--- src/hdl/rtr_pkg.sv ---
// constants shared by the retimer tuning register bank
package rtr_pkg;
  // register offsets (byte addresses on the two-wire register port)
  localparam logic [7:0] OFS_SILICON_REVISION = 8'h08;
  localparam logic [7:0] OFS_RX_EQUALIZER = 8'h09;
  localparam logic [7:0] OFS_TX_EDGE_RATE = 8'h0A;
  // offset pointer value after reset
  localparam logic [7:0] PTR_RESET = 8'h00;
  // field positions, equalizer register
  localparam int CLK_EQ_LSB = 2;
  localparam int DATA_EQ_LSB = 0;
  // field positions, edge-rate register
  localparam int SIDE_A_SLEW_LSB = 6;
  localparam int SIDE_B_SLEW_LSB = 4;
  localparam int HS_CLK_SLEW_LSB = 0;
  // field reset values
  localparam logic [1:0] FIELD_RESET = 2'h0;
  localparam logic [7:0] BYTE_ZERO = 8'h00;
  // encoding of a three-level strap pin as delivered by the pad detector
  localparam logic [1:0] STRAP_LOW = 2'h0;
  localparam logic [1:0] STRAP_MID = 2'h1;
  localparam logic [1:0] STRAP_HIGH = 2'h2;
  // equalizer codes: 0 dB, 2.5 dB, 5 dB (2'h2 is reserved)
  localparam logic [1:0] EQ_0DB = 2'h0;
  localparam logic [1:0] EQ_2P5DB = 2'h1;
  localparam logic [1:0] EQ_5DB = 2'h3;
  // high-speed slew codes: 200 ps, 150 ps, 250 ps; 300 ps (2'h3) by software only
  localparam logic [1:0] HS_SLEW_200PS = 2'h0;
  localparam logic [1:0] HS_SLEW_150PS = 2'h1;
  localparam logic [1:0] HS_SLEW_250PS = 2'h2;
  // low-power slew codes: 18 ns default, 21 ns, 15 ns, 27 ns
  localparam logic [1:0] LP_SLEW_18NS = 2'h0;
  localparam logic [1:0] LP_SLEW_21NS = 2'h1;
  localparam logic [1:0] LP_SLEW_15NS = 2'h2;
  // pin synchroniser width: chip reset, eq strap, edge strap, config strap
  localparam int SYNC_WIDTH = 7;
  // life cycle of the bank around the chip reset pin
  typedef enum logic [1:0] {PH_IN_RESET, PH_LOAD, PH_RUN} rtr_phase_e;
endpackage

--- src/hdl/rtr_tuning_registers.sv ---
// retimer tuning register bank: revision, receive equalizer and transmit edge rates
`timescale 1ns/1ps
// Functional notes
// - read-only revision byte at 0x08
// - chip reset release loads equalizer strap
// - 0x09 bits 3:2 clock lane equalizer
// - 0x09 bits 1:0 data lanes equalizer
// - strap-loaded fields stay software writable
// - 0x0A bits 7:6 side-A low-power slew
// - 0x0A bits 5:4 side-B slew, strap loaded
// - 0x0A bits 1:0 clock high-speed slew
// - offset pointer starts at zero, auto-increments
module rtr_tuning_registers #(
  parameter logic [7:0] SILICON_REVISION = 8'h00 // arbitrary value
) (
  input wire logic mclk,
  input wire logic reset,
  input wire logic chipResetN,
  input wire logic [1:0] eqStrapLevel,
  input wire logic [1:0] edgeStrapLevel,
  input wire logic [1:0] cfgStrapLevel,
  input wire logic offsetLoad,
  input wire logic [7:0] offsetIn,
  input wire logic byteWrite,
  input wire logic [7:0] writeData,
  input wire logic byteRead,
  output logic [7:0] readData,
  output logic readValid,
  output logic [1:0] clockLaneEqualizerLevel,
  output logic [1:0] dataLaneEqualizerLevel,
  output logic [1:0] sideALowpowerSlew,
  output logic [1:0] sideBLowpowerSlew,
  output logic [1:0] outputClockHighspeedSlew
);
  import rtr_pkg::*;

  // whole bank state
  typedef struct packed {
    rtr_phase_e phase; // where we are around the chip reset pin
    logic [7:0] ptr; // current sub-address
    logic [1:0] clkEq;
    logic [1:0] dataEq;
    logic [1:0] sideASlew;
    logic [1:0] sideBSlew;
    logic [1:0] hsClkSlew;
    logic [7:0] rdata; // last byte returned
    logic rvalid; // one-cycle read answer
  } rtr_state_s;

  rtr_state_s state_q;
  rtr_state_s state_d;

  logic [SYNC_WIDTH-1:0] pinStable; // synchronised pins
  logic chipResetHigh; // chip reset pin, released
  logic [1:0] eqStrap;
  logic [1:0] edgeStrap;
  logic [1:0] cfgStrap;
  logic accessOk; // register port is live
  logic [7:0] curByte; // register at the pointer

  // ----------------------------------------------------------------
  // strap decode and register read view functions
  // ----------------------------------------------------------------
  // three-level strap to equalizer code; mid maps to 2.5 dB, high to 5 dB
  function automatic logic [1:0] eqFromStrap(input logic [1:0] lvl);
    logic [1:0] code;
    code = EQ_0DB;
    if (lvl == STRAP_MID)
    begin
      code = EQ_2P5DB;
    end
    else if (lvl == STRAP_HIGH)
    begin
      code = EQ_5DB;
    end
    return code;
  endfunction

  // three-level strap to slew code; 2'h3 is never produced, so it stays software only
  function automatic logic [1:0] slewFromStrap(input logic [1:0] lvl);
    logic [1:0] code;
    code = HS_SLEW_200PS;
    if (lvl == STRAP_MID)
    begin
      code = HS_SLEW_150PS;
    end
    else if (lvl == STRAP_HIGH)
    begin
      code = HS_SLEW_250PS;
    end
    return code;
  endfunction

  // read view of one offset; unmapped offsets read as zero
  function automatic logic [7:0] regView(input logic [7:0] ofs, input rtr_state_s s);
    logic [7:0] v;
    v = BYTE_ZERO;
    case (ofs)
      OFS_SILICON_REVISION: v = SILICON_REVISION;
      OFS_RX_EQUALIZER:
      begin
        v[CLK_EQ_LSB +: 2] = s.clkEq;
        v[DATA_EQ_LSB +: 2] = s.dataEq;
      end
      OFS_TX_EDGE_RATE:
      begin
        v[SIDE_A_SLEW_LSB +: 2] = s.sideASlew;
        v[SIDE_B_SLEW_LSB +: 2] = s.sideBSlew;
        v[HS_CLK_SLEW_LSB +: 2] = s.hsClkSlew;
      end
      default: v = BYTE_ZERO;
    endcase
    return v;
  endfunction

  // ----------------------------------------------------------------
  // pin synchronisation
  // ----------------------------------------------------------------
  // chip reset and straps come from pins, so one synchroniser covers all of them
  rtr_pin_sync #(
    .WIDTH(SYNC_WIDTH)
  ) pinSync (
    .mclk(mclk),
    .reset(reset),
    .pinIn({chipResetN, eqStrapLevel, edgeStrapLevel, cfgStrapLevel}),
    .pinStable(pinStable)
  );

  assign chipResetHigh = pinStable[6];
  assign eqStrap = pinStable[5:4];
  assign edgeStrap = pinStable[3:2];
  assign cfgStrap = pinStable[1:0];
  assign accessOk = (state_q.phase == PH_RUN) && chipResetHigh;
  assign curByte = regView(state_q.ptr, state_q);

  // ----------------------------------------------------------------
  // next state
  // ----------------------------------------------------------------
  always_comb
  begin
    state_d = state_q;
    state_d.rvalid = 1'b0;
    case (state_q.phase)
      // chip held in reset: fields at defaults, port closed
      PH_IN_RESET:
      begin
        state_d.clkEq = FIELD_RESET;
        state_d.dataEq = FIELD_RESET;
        state_d.sideASlew = FIELD_RESET;
        state_d.sideBSlew = FIELD_RESET;
        state_d.hsClkSlew = FIELD_RESET;
        state_d.ptr = PTR_RESET;
        if (chipResetHigh)
        begin
          state_d.phase = PH_LOAD;
        end
      end
      // single cycle after the release edge: straps taken exactly once
      PH_LOAD:
      begin
        state_d.clkEq = eqFromStrap(eqStrap);
        state_d.dataEq = eqFromStrap(eqStrap);
        state_d.sideASlew = LP_SLEW_18NS;
        state_d.sideBSlew = slewFromStrap(cfgStrap);
        state_d.hsClkSlew = slewFromStrap(edgeStrap);
        state_d.phase = chipResetHigh ? PH_RUN : PH_IN_RESET;
      end
      // normal operation; straps are no longer looked at
      PH_RUN:
      begin
        if (!chipResetHigh)
        begin
          state_d.phase = PH_IN_RESET;
        end
        else if (offsetLoad)
        begin
          // a sub-address write sets where the next read or write lands
          state_d.ptr = offsetIn;
        end
        else if (byteWrite)
        begin
          // software overwrites strap values freely; reserved bits dropped
          if (state_q.ptr == OFS_RX_EQUALIZER)
          begin
            state_d.clkEq = writeData[CLK_EQ_LSB +: 2];
            state_d.dataEq = writeData[DATA_EQ_LSB +: 2];
          end
          else if (state_q.ptr == OFS_TX_EDGE_RATE)
          begin
            state_d.sideASlew = writeData[SIDE_A_SLEW_LSB +: 2];
            state_d.sideBSlew = writeData[SIDE_B_SLEW_LSB +: 2];
            state_d.hsClkSlew = writeData[HS_CLK_SLEW_LSB +: 2];
          end
          state_d.ptr = state_q.ptr + 8'h01;
        end
        else if (byteRead)
        begin
          state_d.rdata = curByte;
          state_d.rvalid = 1'b1;
          state_d.ptr = state_q.ptr + 8'h01;
        end
      end
      default: state_d.phase = PH_IN_RESET;
    endcase
  end

  // ----------------------------------------------------------------
  // registers
  // ----------------------------------------------------------------
  always_ff @(posedge mclk)
  begin
    if (reset)
    begin
      state_q <= '0;
      state_q.phase <= PH_IN_RESET;
    end
    else
    begin
      state_q <= state_d;
    end
  end

  // analog settings and read answer straight from flops
  assign readData = state_q.rdata;
  assign readValid = state_q.rvalid;
  assign clockLaneEqualizerLevel = state_q.clkEq;
  assign dataLaneEqualizerLevel = state_q.dataEq;
  assign sideALowpowerSlew = state_q.sideASlew;
  assign sideBLowpowerSlew = state_q.sideBSlew;
  assign outputClockHighspeedSlew = state_q.hsClkSlew;

  logic readHit;
  logic writeHit;
  assign readHit = accessOk && !offsetLoad && !byteWrite && byteRead;
  assign writeHit = accessOk && !offsetLoad && byteWrite;
endmodule

--- src/hdl/rtr_pin_sync.sv ---
// three-stage pin synchroniser that passes a change once stages two and three agree
`timescale 1ns/1ps
module rtr_pin_sync #(
  parameter int WIDTH = 1
) (
  input wire logic mclk,
  input wire logic reset,
  input wire logic [WIDTH-1:0] pinIn,
  output logic [WIDTH-1:0] pinStable
);
  import rtr_pkg::*;

  // whole synchroniser state
  typedef struct packed {
    logic [WIDTH-1:0] s1; // first stage, read only by the second
    logic [WIDTH-1:0] s2;
    logic [WIDTH-1:0] s3;
    logic [WIDTH-1:0] stable; // last value on which s2 and s3 agreed
  } rtr_sync_s;

  rtr_sync_s state_q;
  rtr_sync_s state_d;

  // ----------------------------------------------------------------
  // next state
  // ----------------------------------------------------------------
  always_comb
  begin
    state_d = state_q;
    state_d.s1 = pinIn;
    state_d.s2 = state_q.s1;
    state_d.s3 = state_q.s2;
    // per bit: only a value seen twice in a row is taken, filtering one-cycle glitches
    for (int i = 0; i < WIDTH; i++)
    begin
      if (state_q.s2[i] == state_q.s3[i])
      begin
        state_d.stable[i] = state_q.s3[i];
      end
    end
  end

  // ----------------------------------------------------------------
  // registers
  // ----------------------------------------------------------------
  always_ff @(posedge mclk)
  begin
    if (reset)
    begin
      state_q <= '0;
    end
    else
    begin
      state_q <= state_d;
    end
  end

  assign pinStable = state_q.stable;
endmodule

--- config.mk ---
export PLATFORM = sky130hd
export DESIGN_NAME = rtr_tuning_registers
export DESIGN_NICKNAME = d
export VERILOG_FILES = /design/src/hdl/rtr_pkg.sv /design/src/hdl/rtr_tuning_registers.sv /design/src/hdl/rtr_pin_sync.sv
export SDC_FILE = /design/constraint.sdc
export NUM_CORES = 1
export LEC_CHECK = 0
export BUFFER_PORTS_ARGS = -buffer_cell sky130_fd_sc_hd__buf_2
export CORE_MARGIN = 4
export CORE_UTILIZATION = 50
export CTS_CLUSTER_SIZE = 40
export DETAILED_ROUTE_END_ITERATION = 8
export HOLD_SLACK_MARGIN = 0.08
export PLACE_DENSITY_LB_ADDON = 0.12
export SLEW_MARGIN = 40
export SYNTH_ARGS = -nofsm -noshare
export SYNTH_HDL_FRONTEND = slang
export SYNTH_HIERARCHICAL = 1
export SYNTH_SLANG_ARGS = --single-unit
--- constraint.sdc ---
create_clock -name mclk -period 1.48 [get_ports mclk]
set_input_delay 0.148 -clock mclk [delete_from_list [all_inputs] [get_ports mclk]]
set_output_delay 0.148 -clock mclk [all_outputs]
set_load 0.05 [all_outputs]
==> impl_metrics.json <==
{
  "p_total_mw": 3.14,
  "tns_ns": -0.00207,
  "yosys.cell_count.top_type": "dfxtp_1",
  "grt_pass1_vias": 2030,
  "cts.sinks": 57,
  "crit_slowest_cell": "dfxtp_4",
  "cts_buffers": 9,
  "hpwl_mm": 3.89,
  "clock.fmax_mhz": 675,
  "dpl-instance-area_um2": 3020,
  "antenna_found_initial": 0,
  "violations": "setup timing",
  "netlist_area_um2": 2770,
  "ant_nets": 0,
  "io_pins": 47,
  "yosys.area.top_type": "dfxtp_1",
  "status": "finished, violations left",
  "path_class": "reg -> reg",
  "dieArea_um2": 6790,
  "clk_pin_slew_ns": 0.06,
  "synth_common_cells": "57 x dfxtp_1, 34 x nand2_1, 25 x buf_4",
  "syn_inst": 298,
  "yosysSeqAreaShare_pct": 41.2,
  "finalMaxSlewViolations": 0,
  "fp.dieW_um": 82.4,
  "cts_buffer_depth": 2,
  "crit_chain": "inv_4 > ha_4 > nand3b_1 > nor3_2 > buf_4 > a21oi_1 > o22ai_1",
  "max_slew.worst_pin.slew_ns": 0.443,
  "ys_types": 48,
  "synth_edf_count": 0,
  "drt-wirelength-per-cell_um": 13.2,
  "grt_pass1_wl_mm": 9.21,
  "fin_skew_ns": 0.00323,
  "drt_wl_total_mm": 5.66,
  "vias": 2189,
  "htreeDepth": 3,
  "yosys.area.top_type_share_pct": 41.2,
  "gp_congestion": 0.878,
  "synth_nets": 334,
  "die_y_um": 82.4,
  "end_kind": "flop",
  "min_period_ns": 1.48,
  "critPathMaxStageDelay_ns": 0.36,
  "core.rowCount": 26,
  "cap_violations": 0,
  "cp_max_fo": 6,
  "dpl.cell_count": 401,
  "drtIter0Drc": 102,
  "cts_tree": "done",
  "io_buffer_count": 46,
  "ys_ff_latch": 57,
  "synth.avg_cell_area_um2": 9.28,
  "rsz0062_at_grt": "true",
  "p_leak_nw": 1.37,
  "setup_ws_ns": -0.00207,
  "place_ws_ns": -0.169,
  "post-route-drc-count": 0,
  "root_buffer": "clkbuf_8",
  "hold_viol": 0,
  "slew_headroom_pct": 70.5,
  "ys_async_sr_fraction_pct": 0,
  "worstPathRequired_ns": 1.74,
  "instances_no_fill": 427,
  "fin_area_um2": 3460,
  "clock_latency_ns": 0.34,
  "drt_first_pass_iters": 6,
  "layout-drive-gt1-share_pct": 40.3,
  "power.density_nw_per_um2": 908,
  "peakVddDrop_mv": 0.753,
  "diodes": 0,
  "track_usage_pct": 18.1,
  "vias_per_cell": 5.13,
  "finalSetupViolCount": 1,
  "start_util_pct": 52.8,
  "nNetsFinal": 389,
  "cp-start-kind": "flop",
  "nFillCells": 448,
  "grt_max_degree": 24,
  "gr-total-overflow": 0,
  "ys_top_cells_by_area": "dfxtp_1 41%, buf_4 6.8%, nand2_1 4.6%",
  "period_share_pct": 100,
  "area_growth_pct": 25.1,
  "synth_flop_cell": "dfxtp_1",
  "core_um2": 5240,
  "arrival_ns": 1.74,
  "hp-class": "in -> reg",
  "yosys_warnings": 6
}
==> kinds of logic (layout without fill, tap and decap cells) <==
logic type / after synthesis / in the layout / share of synthesized area [%]
buf+inv: 50 / 109 / 11.7
fa+ha+maj: 8 / 8 / 3.62
compound gates: 59 / 59 / 14.7
simple gates: 117 / 117 / 26.2
mux: 7 / 7 / 2.53
flops: 57 / 57 / 41.2
==> metrics by stage <==
| step | hold slack (ns) | utilization [%] |
|---|---|---|
| after floorplan | 0.273 | - |
| after global placement | 0.352 | 57.7 |
| after detailed placement | 0.356 | 57.7 |
| after CTS | 0.0852 | 63.7 |
| after global routing | 0.0911 | 66.1 |
| final | 0.0993 | 66.1 |
==> flip-flops by register name, summed over array words and instances (netlist names) <==
name,count
pinSync/pinStable,7
sideALowpowerSlew,2
clockLaneEqualizerLevel,2
pinSync/state_d,14
outputClockHighspeedSlew,2
readValid,1
readData,8
sideBLowpowerSlew,2
dataLaneEqualizerLevel,2
state_q,10
pinSync/state_q,7
==> cell usage in the layout (no fill, tap or decap), drive strengths merged, types with 2 or more instances in the layout <==
| cell type | instances |
|---|---|
| nand3b | 3 |
| dfxtp | 57 |
| nor3b | 2 |
| and3 | 2 |
| inv | 12 |
| clkbuf | 12 |
| a22o | 3 |
| mux2i | 7 |
| clkinv | 2 |
| nand2b | 9 |
| a221o | 4 |
| o21ai | 11 |
| o22ai | 5 |
| ha | 8 |
| nor3 | 5 |
| nor2 | 13 |
| and2b | 3 |
| nand2 | 34 |
| nand4b | 7 |
| dlygate4sd3 | 7 |
| nor2b | 21 |
| buf | 75 |
| a21oi | 27 |
| nand3 | 8 |
| o31a | 2 |
| nand4 | 4 |
==> area by class of cell <==
type	instances	area [um^2]	share of cell area, %
clock inverters	3	40.0	1.16
clock buffers	12	155	4.48
inverters	12	47.5	1.37
well taps	70	87.6	2.53
flip-flops and latches	57	1160	33.6
multi-input cells	191	1430	41.4
repair buffers	82	534	15.4
==> routing by layer <==
metal | share of wire [%] | GRT usage [%] | vias up | routed length (um)
met3 | 5.3 | 6.51 | 11 | 298
met4 | 2.3 | 7.97 | 0 | 131
li1 | - | - | 1113 | -
met2 | 49 | 29.3 | 49 | 2800
met5 | 0 | 0 | - | 0
met1 | 43 | 21.4 | 1016 | 2430
==> worst max-delay path: cells and delay by family, from the launching register on <==
family,cells,cell delay (ns)
flops,1,0.36
simple gates,2,0.43
compound gates,2,0.18
fa+ha+maj,1,0.15
buf+inv,2,0.28
==> where the power goes <==
part           internal (mW)  total (mW)  leakage, nW  switching (mW)
clock                  0.854        1.43        0.102           0.579
sequential              1.55        1.56        0.468         0.00799
combinational         0.0832       0.152        0.800          0.0685
total                   2.49        3.14         1.37           0.655
==> final timing paths <==
kind                            start  depth (start not counted)                   end  slack (ns)
hold reg to reg   pinSync/state_d[16]                          1    pinSync/state_d[9]        0.44
setup reg to reg          state_q[27]                          7           state_q[22]      -0.002
hold / removal           writeData[7]                          3  sideALowpowerSlew[1]         0.1
setup / recovery          state_q[27]                          7           state_q[22]      -0.002
==> timing repair <==
action                                 4_1_cts  5_1_grt
setup buffers                                2        2
hold buffers                                 7        0
pin swaps                                    8       17
endpoints found under the hold margin        7        0
setup endpoints to repair                   23       26
resized for setup                            9       27
Note: power is estimated with default switching activity, not from simulation.
